--- src/sms_map.vh ---
/*
 Register offsets, field positions and reset values of the serial shifter.
 Assumes a 32-bit classic Wishbone slave decoding byte addresses [3:0].
*/
`ifndef SMS_MAP_VH
`define SMS_MAP_VH

// Register byte offsets
`define SMS_ADR_CTRL 4'h0
`define SMS_ADR_STAT 4'h4
`define SMS_ADR_DLO 4'h8
`define SMS_ADR_DHI 4'hC

// serial_control_reg fields
`define SMS_CTRL_EN 7
`define SMS_CTRL_IE 6
`define SMS_CTRL_MST 5
`define SMS_CTRL_CLOCK_IDLE_LEVEL 4
`define SMS_CTRL_CLOCK_SAMPLE_EDGE 3
`define SMS_CTRL_DIV_HI 2
`define SMS_CTRL_DIV_LO 0

// serial_status_reg fields
`define SMS_STAT_DONE 7
`define SMS_STAT_WRITE_COLLISION_FLAG 6
`define SMS_STAT_ORDER 2
`define SMS_STAT_WIDE 1

// Reset values
`define SMS_CTRL_RST 8'h00
`define SMS_DATA_RST 16'h0000
`define SMS_PIN_RST 4'h8

// Bits per word
`define SMS_BITS_NARROW 5'h08
`define SMS_BITS_WIDE 5'h10

`endif

--- src/sms_shifter.v ---
/*
 Four-wire serial shifter, master or slave, with a classic Wishbone
 register port (32-bit data, byte lane 0 only).
 Assumes pin inputs are asynchronous to i_clock; pad logic resolves the
 wires from the active-low output enables.
*/
// Notes on behaviour
// - Unselected slave leaves its data-out pin undriven.
// - A byte takes eight clock periods.
// - Unselected slave ignores the serial clock.
// - master_select chooses master or slave role.
// - Low and high data addresses: write transmit, read receive.
// - Wide words: high byte first, low starts.
// - Idle master starts shifting at once on write.
// - Write while busy flags collision, data kept.
// - Finished word sets done flag, optional request.
// - Receive order follows bit_order_select.
// - Slave counts clock edges, done after word.
// - Slave holds received word while done set.
// - Unloaded slave shifts out zeros.
// - Idle level and sample edge are selectable.
// - Phase 0 samples on first clock edge.
// - Phase 1 shifts first edge, samples second.
// - Both ends use identical polarity and phase.
// - Collision raises no request, stays until cleared.
// - Idle clock low or high per setting.
// - Divider code selects rate fsys over power.
// - Order bit zero sends most significant first.
// - Width bit selects 8 or 16 bits.
`include "sms_map.vh"
`timescale 1ns/100ps
`default_nettype none

module sms_shifter
(
   // Clock and reset
   input wire i_clock,
   input wire i_arst_n,
   // Wishbone slave
   input wire i_wb_cyc,
   input wire i_wb_stb,
   input wire i_wb_we,
   input wire [3:0] i_wb_adr,
   input wire [3:0] i_wb_sel,
   input wire [31:0] i_wb_dat,
   output reg [31:0] o_wb_dat,
   output reg o_wb_ack,
   // Serial clock pin
   input wire i_sck,
   output wire o_sck,
   output wire o_sck_oe_n,
   // Master-out data pin
   input wire i_mosi,
   output wire o_mosi,
   output wire o_mosi_oe_n,
   // Master-in data pin
   input wire i_miso,
   output wire o_miso,
   output wire o_miso_oe_n,
   // Slave select, active low
   input wire i_ss_n,
   // Done request
   output wire o_transfer_done_req
);

////////////////////////////////////////////////////////////////////////
// Pin synchronisers

wire [3:0] pin_raw = {i_ss_n, i_miso, i_mosi, i_sck};
wire [3:0] pin_f;
localparam [3:0] PIN_RST = `SMS_PIN_RST;

genvar g;
generate
   for (g = 0; g < 4; g = g + 1)
   begin : g_sync
      reg s1;
      reg s2;
      reg s3;
      reg f;
      // A change counts only once the last two stages agree
      always @(posedge i_clock or negedge i_arst_n)
      begin
         if (!i_arst_n)
         begin
            s1 <= PIN_RST[g];
            s2 <= PIN_RST[g];
            s3 <= PIN_RST[g];
            f <= PIN_RST[g];
         end
         else
         begin
            s1 <= pin_raw[g];
            s2 <= s1;
            s3 <= s2;
            if (s2 == s3)
               f <= s3;
         end
      end
      assign pin_f[g] = f;
   end
endgenerate

wire sck_f = pin_f[0];
wire mosi_f = pin_f[1];
wire miso_f = pin_f[2];
wire ss_n_f = pin_f[3];

////////////////////////////////////////////////////////////////////////
// Registers and decode

reg [7:0] ctrl;
reg order;
reg wide;
reg done_f;
reg write_collision_flag_f;
reg [7:0] hi_hold;
reg [15:0] tx_sr;
reg [15:0] rx_sr;
reg tx_full;
reg started;
reg [4:0] bcnt;
reg m_busy;
reg [6:0] hc;
reg [5:0] ecnt;
reg sck_r;
reg sck_prev;

wire en = ctrl[`SMS_CTRL_EN];
wire ie = ctrl[`SMS_CTRL_IE];
wire mst = ctrl[`SMS_CTRL_MST];
wire clock_idle_level = ctrl[`SMS_CTRL_CLOCK_IDLE_LEVEL];
wire clock_sample_edge = ctrl[`SMS_CTRL_CLOCK_SAMPLE_EDGE];
wire [2:0] div = ctrl[`SMS_CTRL_DIV_HI:`SMS_CTRL_DIV_LO];

wire req = i_wb_cyc & i_wb_stb;
// Writes take effect on the edge that sees ack high
wire wr = req & i_wb_we & o_wb_ack & i_wb_sel[0];
wire wr_ctrl = wr && (i_wb_adr == `SMS_ADR_CTRL);
wire wr_stat = wr && (i_wb_adr == `SMS_ADR_STAT);
wire wr_lo = wr && (i_wb_adr == `SMS_ADR_DLO);
wire wr_hi = wr && (i_wb_adr == `SMS_ADR_DHI);
wire [7:0] wdat = i_wb_dat[7:0];

wire [4:0] nbits = wide ? `SMS_BITS_WIDE : `SMS_BITS_NARROW;
wire [5:0] elast = {nbits, 1'b0} - 6'h01;

wire head = order ? tx_sr[0] : (wide ? tx_sr[15] : tx_sr[7]);

////////////////////////////////////////////////////////////////////////
// Edge generation and detection

// half period of 2^(code-1), code 0 clamps to one cycle
wire [6:0] half_m1 = (div == 3'h0) ? 7'h00 : ((7'h01 << (div - 3'h1)) - 7'h01);

wire m_edge = m_busy && (hc == half_m1);
wire m_lead = m_edge && !ecnt[0];
wire m_trail = m_edge && ecnt[0];
wire m_last = m_edge && (ecnt == elast);

// unselected slave sees no clock; nor while done is set
wire s_act = en && !mst && !ss_n_f && !done_f;
wire s_chg = s_act && (sck_f != sck_prev);
// leading edge leaves the idle level
wire s_lead = s_chg && (sck_f != clock_idle_level);
wire s_trail = s_chg && (sck_f == clock_idle_level);

wire lead = mst ? m_lead : s_lead;
wire trail = mst ? m_trail : s_trail;
// phase 0 samples leading, phase 1 samples trailing
wire sample = clock_sample_edge ? trail : lead;
// first leading edge only starts the word in phase 1
wire shift_ev = clock_sample_edge ? (lead && started) : trail;
wire din = mst ? miso_f : mosi_f;

// slave done after the word's last sample
wire s_last = sample && !mst && (bcnt == (nbits - 5'h01));
wire fin = m_last || s_last;

wire busy_any = tx_full || started || (bcnt != 5'h00);
// write while data is held is a collision
wire collide = wr_lo && busy_any;
wire load_ok = wr_lo && !busy_any && en;

////////////////////////////////////////////////////////////////////////
// Bus slave

always @(posedge i_clock or negedge i_arst_n)
begin
   if (!i_arst_n)
   begin
      o_wb_ack <= 1'b0;
      o_wb_dat <= 32'h00000000;
   end
   else
   begin
      // Read data is latched at the taking edge and stands with ack
      o_wb_ack <= req & ~o_wb_ack;
      if (req & ~o_wb_ack)
      begin
         // data address reads the receive register
         case (i_wb_adr)
            `SMS_ADR_CTRL: o_wb_dat <= {24'h000000, ctrl};
            `SMS_ADR_STAT: o_wb_dat <= {24'h000000, done_f, write_collision_flag_f, 3'h0, order, wide, 1'b0};
            `SMS_ADR_DLO: o_wb_dat <= {24'h000000, rx_sr[7:0]};
            `SMS_ADR_DHI: o_wb_dat <= {24'h000000, wide ? rx_sr[15:8] : 8'h00};
            default: o_wb_dat <= 32'h00000000;
         endcase
      end
   end
end

always @(posedge i_clock or negedge i_arst_n)
begin
   if (!i_arst_n)
   begin
      ctrl <= `SMS_CTRL_RST;
      order <= 1'b0;
      wide <= 1'b0;
      hi_hold <= 8'h00;
      done_f <= 1'b0;
      write_collision_flag_f <= 1'b0;
   end
   else
   begin
      if (wr_ctrl)
         ctrl <= wdat;
      if (wr_stat)
      begin
         order <= wdat[`SMS_STAT_ORDER];
         wide <= wdat[`SMS_STAT_WIDE];
      end
      // high byte is held until the low byte write
      if (wr_hi)
         hi_hold <= wdat;
      // set wins over a software clear (write zero)
      done_f <= fin | (done_f & ~(wr_stat & ~wdat[`SMS_STAT_DONE]));
      write_collision_flag_f <= collide | (write_collision_flag_f & ~(wr_stat & ~wdat[`SMS_STAT_WRITE_COLLISION_FLAG]));
   end
end

// request only while the request enable (ie) is set; collision never requests
assign o_transfer_done_req = done_f & ie;

////////////////////////////////////////////////////////////////////////
// Master clock generator

always @(posedge i_clock or negedge i_arst_n)
begin
   if (!i_arst_n)
   begin
      m_busy <= 1'b0;
      hc <= 7'h00;
      ecnt <= 6'h00;
      sck_r <= 1'b0;
   end
   else if (!m_busy)
   begin
      // clock rests at the idle level
      sck_r <= clock_idle_level;
      hc <= 7'h00;
      ecnt <= 6'h00;
      // only a master drives transfers; start at once
      if (load_ok && mst)
         m_busy <= 1'b1;
   end
   else if (!en)
      m_busy <= 1'b0;
   else if (m_edge)
   begin
      hc <= 7'h00;
      sck_r <= ~sck_r;
      ecnt <= ecnt + 6'h01;
      // word ends after two edges per bit
      if (m_last)
         m_busy <= 1'b0;
   end
   else
      hc <= hc + 7'h01;
end

always @(posedge i_clock or negedge i_arst_n)
begin
   if (!i_arst_n)
      sck_prev <= 1'b0;
   else if (s_act)
      sck_prev <= sck_f;
   else
      sck_prev <= clock_idle_level;
end

////////////////////////////////////////////////////////////////////////
// Shift registers

always @(posedge i_clock or negedge i_arst_n)
begin
   if (!i_arst_n)
   begin
      tx_sr <= `SMS_DATA_RST;
      rx_sr <= `SMS_DATA_RST;
      tx_full <= 1'b0;
      started <= 1'b0;
      bcnt <= 5'h00;
   end
   else
   begin
      if (!en || (!mst && ss_n_f))
      begin
         // Deselect drops a partial word
         started <= 1'b0;
         bcnt <= 5'h00;
      end
      else if (fin)
      begin
         started <= 1'b0;
         bcnt <= 5'h00;
      end
      else
      begin
         if (lead)
            started <= 1'b1;
         if (sample)
            bcnt <= bcnt + 5'h01;
      end
      if (!en)
         tx_full <= 1'b0;
      else if (load_ok)
         tx_full <= 1'b1;
      else if (fin)
         tx_full <= 1'b0;
      // low byte write loads the whole word
      if (load_ok)
         tx_sr <= {wide ? hi_hold : 8'h00, wdat};
      // emptied register leaves zeros to send
      else if (fin)
         tx_sr <= 16'h0000;
      else if (shift_ev)
         tx_sr <= order ? {1'b0, tx_sr[15:1]} : {tx_sr[14:0], 1'b0};
      if (sample)
      begin
         if (order)
            rx_sr <= wide ? {din, rx_sr[15:1]} : {8'h00, din, rx_sr[7:1]};
         else
            rx_sr <= wide ? {rx_sr[14:0], din} : {8'h00, rx_sr[6:0], din};
      end
   end
end

////////////////////////////////////////////////////////////////////////
// Pin drive

assign o_sck = sck_r;
assign o_sck_oe_n = ~(en & mst);
// Both data pins show the head bit; the enables pick the role
assign o_mosi = head;
assign o_mosi_oe_n = ~(en & mst);
assign o_miso = head;
// unselected slave releases the data-out pin
assign o_miso_oe_n = ~(en & ~mst & ~ss_n_f);

endmodule // sms_shifter

`default_nettype wire
--- config.mk ---
export PLATFORM = sky130hd
export DESIGN_NAME = sms_shifter
export DESIGN_NICKNAME = d
export VERILOG_FILES = /design/src/sms_shifter.v
export VERILOG_INCLUDE_DIRS = /design/src /design/src/src
export SDC_FILE = /design/constraint.sdc
export NUM_CORES = 1
export LEC_CHECK = 0
export BUFFER_PORTS_ARGS = -buffer_cell sky130_fd_sc_hd__buf_4
export CORE_MARGIN = 2
export CORE_UTILIZATION = 45
export CTS_BUF_LIST = sky130_fd_sc_hd__clkbuf_4 sky130_fd_sc_hd__clkbuf_8
export DETAILED_ROUTE_END_ITERATION = 6
export PLACE_DENSITY = 0.67
export SYNTH_ARGS = -nofsm -noshare
export SYNTH_HDL_FRONTEND = slang
export SYNTH_SLANG_ARGS = --single-unit
export TNS_END_PERCENT = 10
--- constraint.sdc ---
create_clock -name i_clock -period 4.01 [get_ports i_clock]
set_input_delay 0.6015 -clock i_clock [delete_from_list [all_inputs] [get_ports i_clock]]
set_output_delay 0.6015 -clock i_clock [all_outputs]
set_load 0.005 [all_outputs]
# Word-level counts from Yosys, hierarchy flattened
# Index checks and enable logic that the tools add are counted.
# totals
out_inout_bits	40
reg_bits	124
word_cells	165
in_bits	49
# op_classes
n_addsub	7
n_mux	43
n_reduce_logical	39
n_eq_ne	16
n_bitwise	25
n_shift	1
# ops
cell	n
2-to-1 mux 16 bit	7
one-hot mux 8 bit (4 select lines)	1
2-to-1 mux 7 bit	4
logical AND 1 bit	22
2-to-1 mux 1 bit	22
2-to-1 mux 5 bit	4
2-to-1 mux 6 bit	3
2-to-1 mux 8 bit	2
AND 1 bit	13
inverter 1 bit	10
nonzero test 3 bit	3
== test 4 bit (second input constant)	2
adder 7 x 1 -> 7 bit (second input constant)	1
== test 7 bit	1
left shift 1 x 3 -> 7 bit (first input constant)	1
subtractor 7 x 1 -> 7 bit (second input constant)	1
adder 6 x 1 -> 6 bit (second input constant)	1
== test 6 bit	1
logical NOT 1 bit	6
subtractor 6 x 1 -> 6 bit (second input constant)	1
adder 5 x 1 -> 5 bit (second input constant)	1
== test 1 bit	5
== test 5 bit	1
nonzero test 5 bit	1
other kinds (12)	17

# Depth between registers and ports, before layout
# Gate-level depths: netlist (run 1).
# logic_depth
depth_word	15
ltp_mapped	15
depth_no_buf	11

# Worst setup path before layout (run 1)
# OpenSTA, ideal clock, no wires.
# synth_timing
path_kind	reg2reg
from	register ctrl[1]
to	register tx_sr[11]
period_less_slack_ns	3.280
required_time_ns	3.889
stages_incl_launch_ff	16
slack_ns	0.730
setup_ns	0.121
n_path_buf	5
arrival_time_ns	3.159
cell_sequence	dfrtp_1 buf_6 buf_2 or3b_2 ha_1 buf_2 and4_1 nor3_2 a311o_1 nand2_1 nor4b_1 or3_1 buf_6 or2_1 buf_6 o22a_1
# synth_via
elab_chain_len	14
word_cells_on_any_way	21
cone_classes	2 x add/sub; 1 x eq/ne; 1 x shift; 7 x mux; 10 x reduce/logical
# synth_rtl
item	line_no	source
from (decl)	sms_shifter.v:112	reg [7:0] ctrl;
from (signal assigned)	sms_shifter.v:217	ctrl <= `SMS_CTRL_RST;
from (signal assigned)	sms_shifter.v:227	ctrl <= wdat;
subtractor 3 x 1 -> 3 bit	sms_shifter.v:154	wire [6:0] half_m1 = (div == 3'h0) ? 7'h00 : ((7'h01 << (div - 3'h1)) - 7'h01);
left shift 1 x 3 -> 7 bit	sms_shifter.v:154	
subtractor 7 x 1 -> 7 bit	sms_shifter.v:154	
2-to-1 mux 7 bit (*)	sms_shifter.v:154	
== test 7 bit (*)	sms_shifter.v:156	wire m_edge = m_busy && (hc == half_m1);
logical AND 1 bit (*)	sms_shifter.v:156	
logical AND 1 bit, on equally long branches	sms_shifter.v:157, sms_shifter.v:158	
2-to-1 mux 1 bit, on equally long branches	sms_shifter.v:168, sms_shifter.v:169	
2-to-1 mux 1 bit	sms_shifter.v:171	wire sample = clock_sample_edge ? trail : lead;
logical AND 1 bit (2 in series)	sms_shifter.v:177	wire s_last = sample && !mst && (bcnt == (nbits - 5'h01));
logical OR 1 bit	sms_shifter.v:178	wire fin = m_last || s_last;
2-to-1 mux 16 bit	sms_shifter.v:335	else if (fin)
2-to-1 mux 16 bit	sms_shifter.v:332	if (load_ok)
to (signal assigned)	sms_shifter.v:299	tx_sr <= `SMS_DATA_RST;
to (signal assigned)	sms_shifter.v:333	tx_sr <= {wide ? hi_hold : 8'h00, wdat};
to (signal assigned)	sms_shifter.v:338	tx_sr <= order ? {1'b0, tx_sr[15:1]} : {tx_sr[14:0], 1'b0};
to (decl)	sms_shifter.v:118	reg [15:0] tx_sr;
# Every way passes the cells marked *; elsewhere a longest branch is shown, timed or not.
# A chain may end at the register's enable or synchronous reset.

# Final worst setup path (run 1)
# layout_timing
from	register ctrl[0]
to	register tx_sr[14]
# Same word-level chain as after synthesis.

==> results of run 1 <==
## cells in the final DEF, fill, tap and decap left out, types with 3 or more instances in the layout
cell and instances:
sky130_fd_sc_hd__a22oi_1 5, sky130_fd_sc_hd__nand4_1 4, sky130_fd_sc_hd__mux2_2 39, sky130_fd_sc_hd__nand3b_1 3
sky130_fd_sc_hd__conb_1 24, sky130_fd_sc_hd__nor2b_1 4, sky130_fd_sc_hd__nand3_1 14, sky130_fd_sc_hd__nor4b_1 5
sky130_fd_sc_hd__dfstp_2 4, sky130_fd_sc_hd__o21ai_0 37, sky130_fd_sc_hd__nand2_1 57, sky130_fd_sc_hd__inv_1 9
sky130_fd_sc_hd__nand2b_1 3, sky130_fd_sc_hd__or3_1 4, sky130_fd_sc_hd__and2_1 11, sky130_fd_sc_hd__buf_4 50
sky130_fd_sc_hd__clkbuf_8 9, sky130_fd_sc_hd__o21ai_1 4, sky130_fd_sc_hd__xnor2_1 8, sky130_fd_sc_hd__maj3_1 4
sky130_fd_sc_hd__dfrtp_1 96, sky130_fd_sc_hd__xor2_1 10, sky130_fd_sc_hd__a21oi_1 16, sky130_fd_sc_hd__nor3_1 9
sky130_fd_sc_hd__a221oi_1 4, sky130_fd_sc_hd__mux2i_1 30, sky130_fd_sc_hd__nor2_1 19, sky130_fd_sc_hd__a21boi_0 5
sky130_fd_sc_hd__ha_1 5, sky130_fd_sc_hd__and3_1 14, sky130_fd_sc_hd__o22a_1 8
## per-layer routing
metal  vias to the layer above  GRT usage, %  part of all wire (%)
met2                       114          29.2                    47
met4                         0          8.21                   2.2
met1                      1995          27.7                    47
li1                       1890             -                     -
met3                        23          2.75                   3.8
met5                         -             0                     0
## synthesized netlist by cell type, types with 5 or more instances
cell type                  number
sky130_fd_sc_hd__ha_1           5
sky130_fd_sc_hd__and2_1        11
sky130_fd_sc_hd__buf_4         27
sky130_fd_sc_hd__mux2i_1       30
sky130_fd_sc_hd__xnor2_1        8
sky130_fd_sc_hd__and3_1        14
sky130_fd_sc_hd__a21boi_0       5
sky130_fd_sc_hd__a22oi_1        5
sky130_fd_sc_hd__mux2_2        39
sky130_fd_sc_hd__clkbuf_1      20
sky130_fd_sc_hd__nor3_1         9
sky130_fd_sc_hd__nand2_1       57
sky130_fd_sc_hd__a21oi_1       16
sky130_fd_sc_hd__buf_2          8
sky130_fd_sc_hd__nor4b_1        5
sky130_fd_sc_hd__inv_1          9
sky130_fd_sc_hd__o22a_1         8
sky130_fd_sc_hd__o21ai_0       37
sky130_fd_sc_hd__xor2_1        10
sky130_fd_sc_hd__nand3_1       14
sky130_fd_sc_hd__nor2_1        19
sky130_fd_sc_hd__dfrtp_1       96
## sequential cells by signal, summed over array words and instances (netlist names), 5 cells and up
name      flops
hc            7
rx_sr        16
bcnt          5
tx_sr        16
ecnt          6
ctrl          8
o_wb_dat      8
hi_hold       8
## area by class of cell
type / count / area, sq um / share of cell area, %
Sequential cell: 100 / 2510 / 42.1
Multi-Input combinational cell: 387 / 2630 / 44.1
Clock buffer: 11 / 139 / 2.33
Timing Repair Buffer: 50 / 375 / 6.31
Tap cell: 147 / 184 / 3.09
Inverter: 9 / 33.8 / 0.568
Clock inverter: 5 / 85.1 / 1.43
## worst paths after layout
| kind | endpoint | startpoint | cells after the start |
|---|---|---|---|
| max in group asynchronous | g_sync[3].s2$_DFF_PN1_ | i_arst_n | 2 |
| min reg2reg | g_sync[0].s2$_DFF_PN0_ | g_sync[0].s1$_DFF_PN0_ | 0 |
| max | tx_sr[14]$_DFFE_PN0P_ | ctrl[0]$_DFFE_PN0P_ | 10 |
| min in group i_clock | g_sync[3].s1$_DFF_PN1_ | i_ss_n | 1 |
| min | o_wb_dat[6]$_DFFE_PN0P_ | i_arst_n | 1 |
| max reg2reg | tx_sr[14]$_DFFE_PN0P_ | ctrl[0]$_DFFE_PN0P_ | 10 |
## power groups by stage
stage	clock network (mW)	logic, mW	registers, mW
final	0.742	0.170	1.07
after floorplan	0	0.118	1.08
after global placement	0	0.165	1.09
after CTS	0.756	0.171	1.07
after global routing	0.801	0.191	1.07
after detailed placement	0	0.170	1.09
## logic make-up after synthesis
family / Yosys count / synth area share, %
XOR/XNOR: 18 / 2.89
adder cells (fa/ha/maj): 9 / 1.88
multiplexers: 69 / 13.6
AND/OR/NAND/NOR: 170 / 16.8
flip-flops: 100 / 46.0
buffers and inverters: 70 / 7.41
other: 1 / 0.0688
AO/OA/AOI/OAI: 97 / 11.4
## stage by stage
step	std cells	hold WS, ns	area [sq um]
3_3_place_gp	693	0.336	5730
2_1_floorplan	557	0.306	5540
4_1_cts	709	0.124	5950
6_report	709	0.125	5950
3_5_place_dp	693	0.340	5730
5_1_grt	709	0.139	5950
==> impl_table.tex, run 1 <==
\begin{tabular}{lr}
\hline
Metric & Value \\
\hline
\multicolumn{2}{l}{\textbf{Routing}} \\
Initial drt markers & 281 \\
Via-per-instance ratio & 5.67 \\
First-pass iteration count of the detailed router & 4 \\
Antenna-violating nets left & 0 \\
Routed wire length & 11.9 mm \\
Via Count & 4022 \\
Average wire per standard cell & 16.8 microns \\
DRC violation count after routing & 0 \\
\multicolumn{2}{l}{\textbf{Cells and area}} \\
Fillers & 1113 \\
Net count reported at finish & a little over 600 \\
Fraction of layout cells with a size suffix above 1 & about 22\% \\
Area added between synthesis and finish & 9.16\% \\
Antenna cells & 0 \\
Core Util, Final & about half \\
\multicolumn{2}{l}{\textbf{Clock tree}} \\
TritonCTS clock tree & built \\
Total CTS buffers & 9 \\
Clock root buffer master & sky130\_fd\_sc\_hd\_\_clkbuf\_8 \\
Clock edge transition at the registers on the reported setup and hold paths & 0.10 ns \\
Number of levels in the clock H-tree & 3 \\
Resized cells post-CTS & 0 \\
Maximum root-to-sink buffer count & 2 \\
Insertion delay to the later sink of the worst-skew pair & roughly 0.4 ns \\
Setup bufs post-CTS & 0 \\
Sink count of the clock tree & 100 \\
Number of buffers added to fix hold violations after cts & 0 \\
\multicolumn{2}{l}{\textbf{Yosys}} \\
Top FF cell, synth & sky130\_fd\_sc\_hd\_\_dfrtp\_1 \\
Post-synthesis sequential area ratio & 46.0\% \\
Share of the synthesized area in the top cell type & around 44\% \\
Syn\_area\_per\_cell & 10.2 sq um \\
Number of distinct library cell variants in the gate-level netlist after synthesis & 66 \\
Count of mapped cells out of synthesis & 534 \\
Post-synth design cell area & around 5500 sq um \\
FFs w/ async S/R, synth & 100\% \\
Synth area leader & sky130\_fd\_sc\_hd\_\_dfrtp\_1 \\
Synth warn & 0 \\
Leading post-synthesis cells by cell area & sky130\_fd\_sc\_hd\_\_dfrtp\_1, sky130\_fd\_sc\_hd\_\_mux2\_2, sky130\_fd\_sc\_hd\_\_mux2i\_1 \\
Flop and latch count out of synthesis & 100 \\
Number of enable flip-flop cells after synthesis & 0 \\
\multicolumn{2}{l}{\textbf{GRT}} \\
GRT Resource Usage Total & between 10\% and 20\% \\
Number of antenna violations at the first check in global routing & 0 \\
Global route total overflow & 0 \\
Maximum number of pins on one net before global-route repair & 42 \\
Number of global-route vias before repair & 3726 \\
Global-route wire length before repair & 19.6 mm \\
\multicolumn{2}{l}{\textbf{Power}} \\
Power spent charging and discharging nets & approximately 500 uW \\
Largest voltage drop on the vdd net & 0.210 mV \\
Switch share & 25.0\% \\
Combinational fraction of design power & 8.6\% \\
Clock power share & 37.5\% \\
Sequential power share & 53.9\% \\
Power, Total & 1.98 mW \\
Standby leakage power & approximately 2.7 nW \\
Power per Cell Area & 333 nW/um\^{}2 \\
Internal cell power & between 1 and 1.5 mW \\
\multicolumn{2}{l}{\textbf{STA}} \\
Setup tns final & 0 ns \\
Worst Max-Slew Pin Slew & about 0.9 ns \\
Final worst-path cycle share & 88.5\% \\
Pins Over Slew Limit & 0 \\
Final min period & 3.55 ns \\
Setup repair after global routing missed its margin & false \\
Max\_slew headroom & 41.4\% \\
Peak Freq & 282 MHz \\
Worst clock skew on the final layout & 0.0131 ns \\
Hold Fails Final Rpt & 0 \\
Setup violation total in the final timing report & 0 \\
Final worst slack & around 0.46 ns \\
\multicolumn{2}{l}{\textbf{Setup path}} \\
Required time reported for the critical path endpoint & 4.28 ns \\
Worst Setup Start Kind & register \\
Slowest library cell on the worst path & sky130\_fd\_sc\_hd\_\_dfrtp\_1 \\
Worst stage delay on the critical path & 0.61 ns \\
Worst-case register-to-register setup slack & 0.46 ns \\
Buf+Inv Stages, Crit Path & 0 \\
Worst-path cell chain & or3b\_2 > ha\_1 > and4\_1 > nor3\_2 > a311o\_1 > nand2\_1 > nor4b\_1 > or3\_1 > or2\_1 > o22a\_1 \\
Critical path arrival & 3.82 ns \\
Critical path's top delay family & simple AND/OR/NAND/NOR gates \\
Category of the critical setup timing path & reg -> reg \\
Endpoint type of the worst setup path & register \\
Largest fanout on the critical path & 17 \\
\multicolumn{2}{l}{\textbf{Floorplan}} \\
Initial core utilization & 45.8\% \\
Area of the placeable core & 11900 sq um \\
Die outline height & $\sim$110 microns \\
Die X & 114 microns \\
Row cnt & 40 \\
Number of I/O pins & 89 \\
DIE AREA & 13000 sq um \\
\multicolumn{2}{l}{\textbf{Place}} \\
Place WS & approximately 0.5 ns \\
Gpl congestion & 0.854 \\
DPL Wire Length & 8.27 mm \\
Number of I/O port buffers & 37 \\
\multicolumn{2}{l}{\textbf{Hold path}} \\
Hold WC Path Type & in -> async \\
\multicolumn{2}{l}{\textbf{Run}} \\
MaxCap Viol Count & 0 \\
\multicolumn{2}{l}{\textbf{Outcome}} \\
Status & completed \\
\hline
\end{tabular}
No activity file was read; power rests on OpenSTA's default activity.
==> run 2: changes to the inputs <==
- CORE_UTILIZATION: 45 -> 50
- PLACE_DENSITY: 0.67 -> 0.73
==> impl_table.tex, run 2 (synthesis gave the netlist of run 1 again) <==
\begin{tabular}{lr}
\hline
Metric & Value \\
\hline
\multicolumn{2}{l}{\textbf{Outcome}} \\
Status & completed \\
\multicolumn{2}{l}{\textbf{Floorplan}} \\
Initial core utilization & 50.7\% \\
Die outline height & 108 microns \\
DIE AREA & 11800 sq um \\
Number of I/O pins & 89 \\
Die X & 108 microns \\
Area of the placeable core & 10700 sq um \\
Row cnt & 38 \\
\multicolumn{2}{l}{\textbf{Clock tree}} \\
TritonCTS clock tree & built \\
Sink count of the clock tree & 100 \\
Number of levels in the clock H-tree & 3 \\
Number of buffers added to fix hold violations after cts & 0 \\
Setup bufs post-CTS & 0 \\
Insertion delay to the later sink of the worst-skew pair & 0.36 ns \\
Clock root buffer master & sky130\_fd\_sc\_hd\_\_clkbuf\_8 \\
Maximum root-to-sink buffer count & 2 \\
Clock edge transition at the registers on the reported setup and hold paths & 0.10 ns \\
Total CTS buffers & 9 \\
Resized cells post-CTS & 0 \\
\multicolumn{2}{l}{\textbf{Setup path}} \\
Critical path arrival & 3.68 ns \\
Category of the critical setup timing path & reg -> reg \\
Required time reported for the critical path endpoint & 4.27 ns \\
Endpoint type of the worst setup path & register \\
Worst Setup Start Kind & register \\
Largest fanout on the critical path & 11 \\
\multicolumn{2}{l}{\textbf{Place}} \\
DPL Wire Length & just under 8 mm \\
Gpl congestion & 0.824 \\
Place WS & 0.646 ns \\
Number of I/O port buffers & 37 \\
\multicolumn{2}{l}{\textbf{STA}} \\
Worst clock skew on the final layout & about 0.013 ns \\
Pins Over Slew Limit & 0 \\
Hold Fails Final Rpt & 0 \\
Peak Freq & 292 MHz \\
Final-layout worst hold slack & 0.334 ns \\
Setup repair after global routing missed its margin & false \\
Worst Max-Slew Pin Slew & between 0.9 and 1 ns \\
Final worst-path cycle share & 85.3\% \\
Final worst slack & 0.589 ns \\
Final min period & 3.42 ns \\
Setup violation total in the final timing report & 0 \\
Max\_slew headroom & $\sim$33\% \\
Setup tns final & 0 ns \\
\multicolumn{2}{l}{\textbf{Power}} \\
Largest voltage drop on the vdd net & roughly 0.16 mV \\
Sequential power share & 56.8\% \\
Switch share & 25.2\% \\
Power per Cell Area & roughly 320 nW/um\^{}2 \\
Clock power share & 34.5\% \\
Standby leakage power & 2.68 nW \\
Internal cell power & 1.41 mW \\
Power spent charging and discharging nets & 474 uW \\
Combinational fraction of design power & 8.7\% \\
\multicolumn{2}{l}{\textbf{Routing}} \\
Antenna-violating nets left & 0 \\
Routed wire length & 11.3 mm \\
Average wire per standard cell & approximately 16 microns \\
Via Count & 3946 \\
Initial drt markers & $\sim$330 \\
Via-per-instance ratio & about 5.6 \\
First-pass iteration count of the detailed router & 5 \\
DRC violation count after routing & 0 \\
\multicolumn{2}{l}{\textbf{Run}} \\
MaxCap Viol Count & 0 \\
\multicolumn{2}{l}{\textbf{Cells and area}} \\
Net count reported at finish & 609 \\
Most common library cell in the layout ignoring fill and taps & sky130\_fd\_sc\_hd\_\_dfrtp\_1 \\
Antenna cells & 0 \\
Leading registers by flop count & rx\_sr x16, tx\_sr x16 \\
Area added between synthesis and finish & 8.15\% \\
Fraction of layout cells with a size suffix above 1 & between 20\% and 30\% \\
Commonest non-fill, non-tap cells in the layout & sky130\_fd\_sc\_hd\_\_dfrtp\_1, sky130\_fd\_sc\_hd\_\_nand2\_1, sky130\_fd\_sc\_hd\_\_buf\_4 \\
\multicolumn{2}{l}{\textbf{Hold path}} \\
Hold WC Path Type & in -> reg \\
\multicolumn{2}{l}{\textbf{GRT}} \\
Global-route wire length before repair & 18.7 mm \\
Maximum number of pins on one net before global-route repair & between 70 and 80 \\
Number of global-route vias before repair & 3726 \\
Global route total overflow & 0 \\
GRT Resource Usage Total & 20.3\% \\
Number of antenna violations at the first check in global routing & 0 \\
\hline
\end{tabular}
## run 2: cell type report
| cell class | count | area [sq um] |
|---|---|---|
| Sequential cell | 100 | 2510 |
| Tap cell | 140 | 175 |
| Inverter | 9 | 33.8 |
| Multi-Input combinational cell | 387 | 2630 |
| Fill cell | 935 | 4850 |
| Clock inverter | 5 | 61.3 |
| Timing Repair Buffer | 48 | 360 |
| Clock buffer | 10 | 131 |
## run 2: critical path: stages (launching register included)
cell and delay [ns]:
sky130_fd_sc_hd__dfrtp_1 0.47, sky130_fd_sc_hd__or3b_2 0.50, sky130_fd_sc_hd__ha_1 0.32, sky130_fd_sc_hd__and4_1 0.21, sky130_fd_sc_hd__nor3_2 0.19, sky130_fd_sc_hd__a311o_1 0.16
sky130_fd_sc_hd__nand2_1 0.11, sky130_fd_sc_hd__nor4b_1 0.17, sky130_fd_sc_hd__or3_1 0.54, sky130_fd_sc_hd__or2_1 0.41, sky130_fd_sc_hd__o22a_1 0.25
## run 2: power groups by stage
stage,logic [mW],registers [mW],clock network (mW)
after CTS,0.165,1.07,0.667
after floorplan,0.118,1.08,0
after global routing,0.184,1.07,0.716
after detailed placement,0.165,1.09,0
after global placement,0.159,1.09,0
final,0.163,1.07,0.648
## run 2: path summary, 6_finish.rpt
kind | startpoint | end | slack, ns | cells past startpoint
max | ctrl[0]$_DFFE_PN0P_ | tx_sr[9]$_DFFE_PN0P_ | 0.59 | 10
min | i_miso | g_sync[2].s1$_DFF_PN0_ | 0.33 | 1
max reg2reg | ctrl[0]$_DFFE_PN0P_ | tx_sr[9]$_DFFE_PN0P_ | 0.59 | 10
min reg2reg | g_sync[0].s1$_DFF_PN0_ | g_sync[0].s2$_DFF_PN0_ | 0.35 | 0
max in group asynchronous | i_arst_n | o_wb_dat[0]$_DFFE_PN0P_ | 2.78 | 2
min in group asynchronous | i_arst_n | tx_sr[9]$_DFFE_PN0P_ | 0.38 | 1
## run 2: per-stage QoR
step | power (mW) | cell area, sq um | utilization [%] | instances
finish | 1.88 | 5900 | 54.9 | 699
global route | 1.97 | 5900 | 54.9 | 699
global placement | 1.24 | 5700 | 53.1 | 684
CTS | 1.90 | 5900 | 54.9 | 699
floorplan | 1.19 | 5540 | - | 557
detailed placement | 1.25 | 5700 | 53.1 | 684
## run 2: metal layers
| metal | share of wire (%) | global-route usage (%) | up-vias |
|---|---|---|---|
| met4 | 1.0 | 5.95 | 0 |
| li1 | - | - | 1887 |
| met2 | 46 | 31.2 | 103 |
| met1 | 49 | 29.7 | 1944 |
| met3 | 4.3 | 3.13 | 12 |
| met5 | 0 | 0 | - |
==> run 3: changes to the inputs <==
- CTS_BUF_LIST: sky130_fd_sc_hd__clkbuf_4 sky130_fd_sc_hd__clkbuf_8 -> sky130_fd_sc_hd__clkbuf_8
- clock period: 4.01 -> 3.55 ns (I/O delays scaled with it)
==> impl_table.tex, run 3 (synthesis gave the netlist of run 1 again) <==
\begin{tabular}{lr}
\hline
Metric & Value \\
\hline
\multicolumn{2}{l}{\textbf{Floorplan}} \\
Initial core utilization & about half \\
Die X & approximately 110 microns \\
Number of I/O pins & 89 \\
DIE AREA & 11800 sq um \\
Row cnt & 38 \\
Die outline height & between 100 and 150 microns \\
Area of the placeable core & 10700 sq um \\
\multicolumn{2}{l}{\textbf{Setup path}} \\
Worst path depth & 12 \\
Critical path's top delay family & simple AND/OR/NAND/NOR gates \\
Worst stage delay on the critical path & 0.43 ns \\
Category of the critical setup timing path & reg -> reg \\
Required time reported for the critical path endpoint & 3.81 ns \\
Worst-path cell chain & buf\_4 > nor2b\_1 > nand2b\_1 > ha\_1 > and4\_1 > nor3\_2 > a311o\_1 > nand2\_1 > nor4b\_1 > or3\_1 > or2\_1 > o22a\_1 \\
Slowest library cell on the worst path & sky130\_fd\_sc\_hd\_\_or3\_1 \\
Endpoint type of the worst setup path & register \\
Largest fanout on the critical path & 16 \\
Critical path arrival & roughly 3.5 ns \\
Buf+Inv Stages, Crit Path & 1 \\
Length in cells of the worst reg-to-reg path & 12 \\
Worst Setup Start Kind & register \\
\multicolumn{2}{l}{\textbf{Cells and area}} \\
Area added between synthesis and finish & 8.67\% \\
Commonest non-fill, non-tap cells in the layout & sky130\_fd\_sc\_hd\_\_dfrtp\_1, sky130\_fd\_sc\_hd\_\_nand2\_1, sky130\_fd\_sc\_hd\_\_buf\_4 \\
Fraction of layout cells with a size suffix above 1 & a little over a fifth \\
Most common library cell in the layout ignoring fill and taps & sky130\_fd\_sc\_hd\_\_dfrtp\_1 \\
Area of combinational cells with multiple inputs & 2630 sq um \\
Antenna cells & 0 \\
Core Util, Final & 55.1\% \\
Leading registers by flop count & rx\_sr x16, tx\_sr x16 \\
Sequential Area & around 2500 sq um \\
Final instance area & 5930 sq um \\
Fillers & 932 \\
Net count reported at finish & just over 600 \\
\multicolumn{2}{l}{\textbf{STA}} \\
Max\_slew headroom & 31.7\% \\
Worst Max-Slew Pin Slew & 1.02 ns \\
Setup repair after global routing missed its margin & false \\
Final min period & 3.18 ns \\
Worst clock skew on the final layout & 0.0140 ns \\
Setup violation total in the final timing report & 0 \\
Final-layout worst hold slack & between 0.2 and 0.3 ns \\
Hold Fails Final Rpt & 0 \\
Final worst slack & 0.367 ns \\
Final worst-path cycle share & between 80\% and 90\% \\
Setup tns final & 0 ns \\
Peak Freq & between 300 and 400 MHz \\
Pins Over Slew Limit & 0 \\
\multicolumn{2}{l}{\textbf{Clock tree}} \\
Sink count of the clock tree & 100 \\
Maximum root-to-sink buffer count & 2 \\
Total CTS buffers & 9 \\
Insertion delay to the later sink of the worst-skew pair & 0.38 ns \\
Number of buffers added to fix hold violations after cts & 0 \\
Clock root buffer master & sky130\_fd\_sc\_hd\_\_clkbuf\_8 \\
Resized cells post-CTS & 0 \\
TritonCTS clock tree & built \\
Clock edge transition at the registers on the reported setup and hold paths & 0.10 ns \\
Number of levels in the clock H-tree & 3 \\
Setup bufs post-CTS & 0 \\
\multicolumn{2}{l}{\textbf{GRT}} \\
GRT Resource Usage Total & 19.7\% \\
Global-route wire length before repair & 18.1 mm \\
Number of antenna violations at the first check in global routing & 0 \\
Number of global-route vias before repair & approximately 3700 \\
Maximum number of pins on one net before global-route repair & 84 \\
Global route total overflow & 0 \\
\multicolumn{2}{l}{\textbf{Hold path}} \\
Hold WC Path Type & in -> reg \\
Instance count along the most critical hold path & 1 \\
\multicolumn{2}{l}{\textbf{Routing}} \\
First-pass iteration count of the detailed router & 4 \\
Initial drt markers & 175 \\
Antenna-violating nets left & 0 \\
Routed wire length & about 11 mm \\
DRC violation count after routing & 0 \\
Via Count & around 3900 \\
Average wire per standard cell & between 15 and 20 microns \\
Via-per-instance ratio & 5.61 \\
\multicolumn{2}{l}{\textbf{Outcome}} \\
Status & completed \\
\multicolumn{2}{l}{\textbf{Place}} \\
Cell area after placement & 5720 sq um \\
Gpl congestion & 0.808 \\
Number of I/O port buffers & 37 \\
Place WS & 0.410 ns \\
DPL Wire Length & 7.74 mm \\
\multicolumn{2}{l}{\textbf{Run}} \\
MaxCap Viol Count & 0 \\
\multicolumn{2}{l}{\textbf{Power}} \\
Power per Cell Area & roughly 360 nW/um\^{}2 \\
Standby leakage power & 2.69 nW \\
Largest voltage drop on the vdd net & 0.207 mV \\
\hline
\end{tabular}
## run 3: metrics by stage
step                power, mW  instances
floorplan                1.35        557
detailed placement       1.42        686
global placement         1.41        686
finish                   2.16        702
CTS                      2.18        702
global route             2.26        702
## run 3: metal layers
metal	up-vias	part of all wire, %	routed length, microns	track usage [%]
li1	1878	-	-	-
met1	1944	47	5240	28.4
met2	102	46	5090	30.7
met3	16	5.3	586	3.25
met4	0	1.7	185	5.95
met5	-	0	0	0
## run 3: cell type report
class                   instances  area share [%]
well taps                     140            2.96
inverters                       9           0.570
clock inverters                 7            1.39
repair buffers                 50            6.33
multi-input cells             387            44.3
flip-flops and latches        100            42.3
clock buffers                   9            2.09
## run 3: final timing paths
check | from | to | slack, ns
max | ctrl[0]$_DFFE_PN0P_ | tx_sr[13]$_DFFE_PN0P_ | 0.37
min | i_miso | g_sync[2].s1$_DFF_PN0_ | 0.26
max reg2reg | ctrl[0]$_DFFE_PN0P_ | tx_sr[13]$_DFFE_PN0P_ | 0.37
min reg2reg | g_sync[0].s1$_DFF_PN0_ | g_sync[0].s2$_DFF_PN0_ | 0.36
max in group asynchronous | i_arst_n | o_wb_ack$_DFF_PN0_ | 2.41
min in group asynchronous | i_arst_n | g_sync[2].s2$_DFF_PN0_ | 0.33
## run 3: power breakdown
group / switching [mW] / leakage (nW) / internal, mW
logic: 0.109 / 1.25 / 0.0842
registers: 0.0297 / 1.34 / 1.18
clock network: 0.423 / 0.0980 / 0.336
total: 0.562 / 2.69 / 1.59
## run 3: worst register-to-register path: cells and delay by family, from the launching register on
kind / cells / cell delay (ns)
simple gates: 8 / 1.77
compound gates: 2 / 0.40
flops: 1 / 0.36
fa+ha+maj: 1 / 0.33
buf+inv: 1 / 0.21
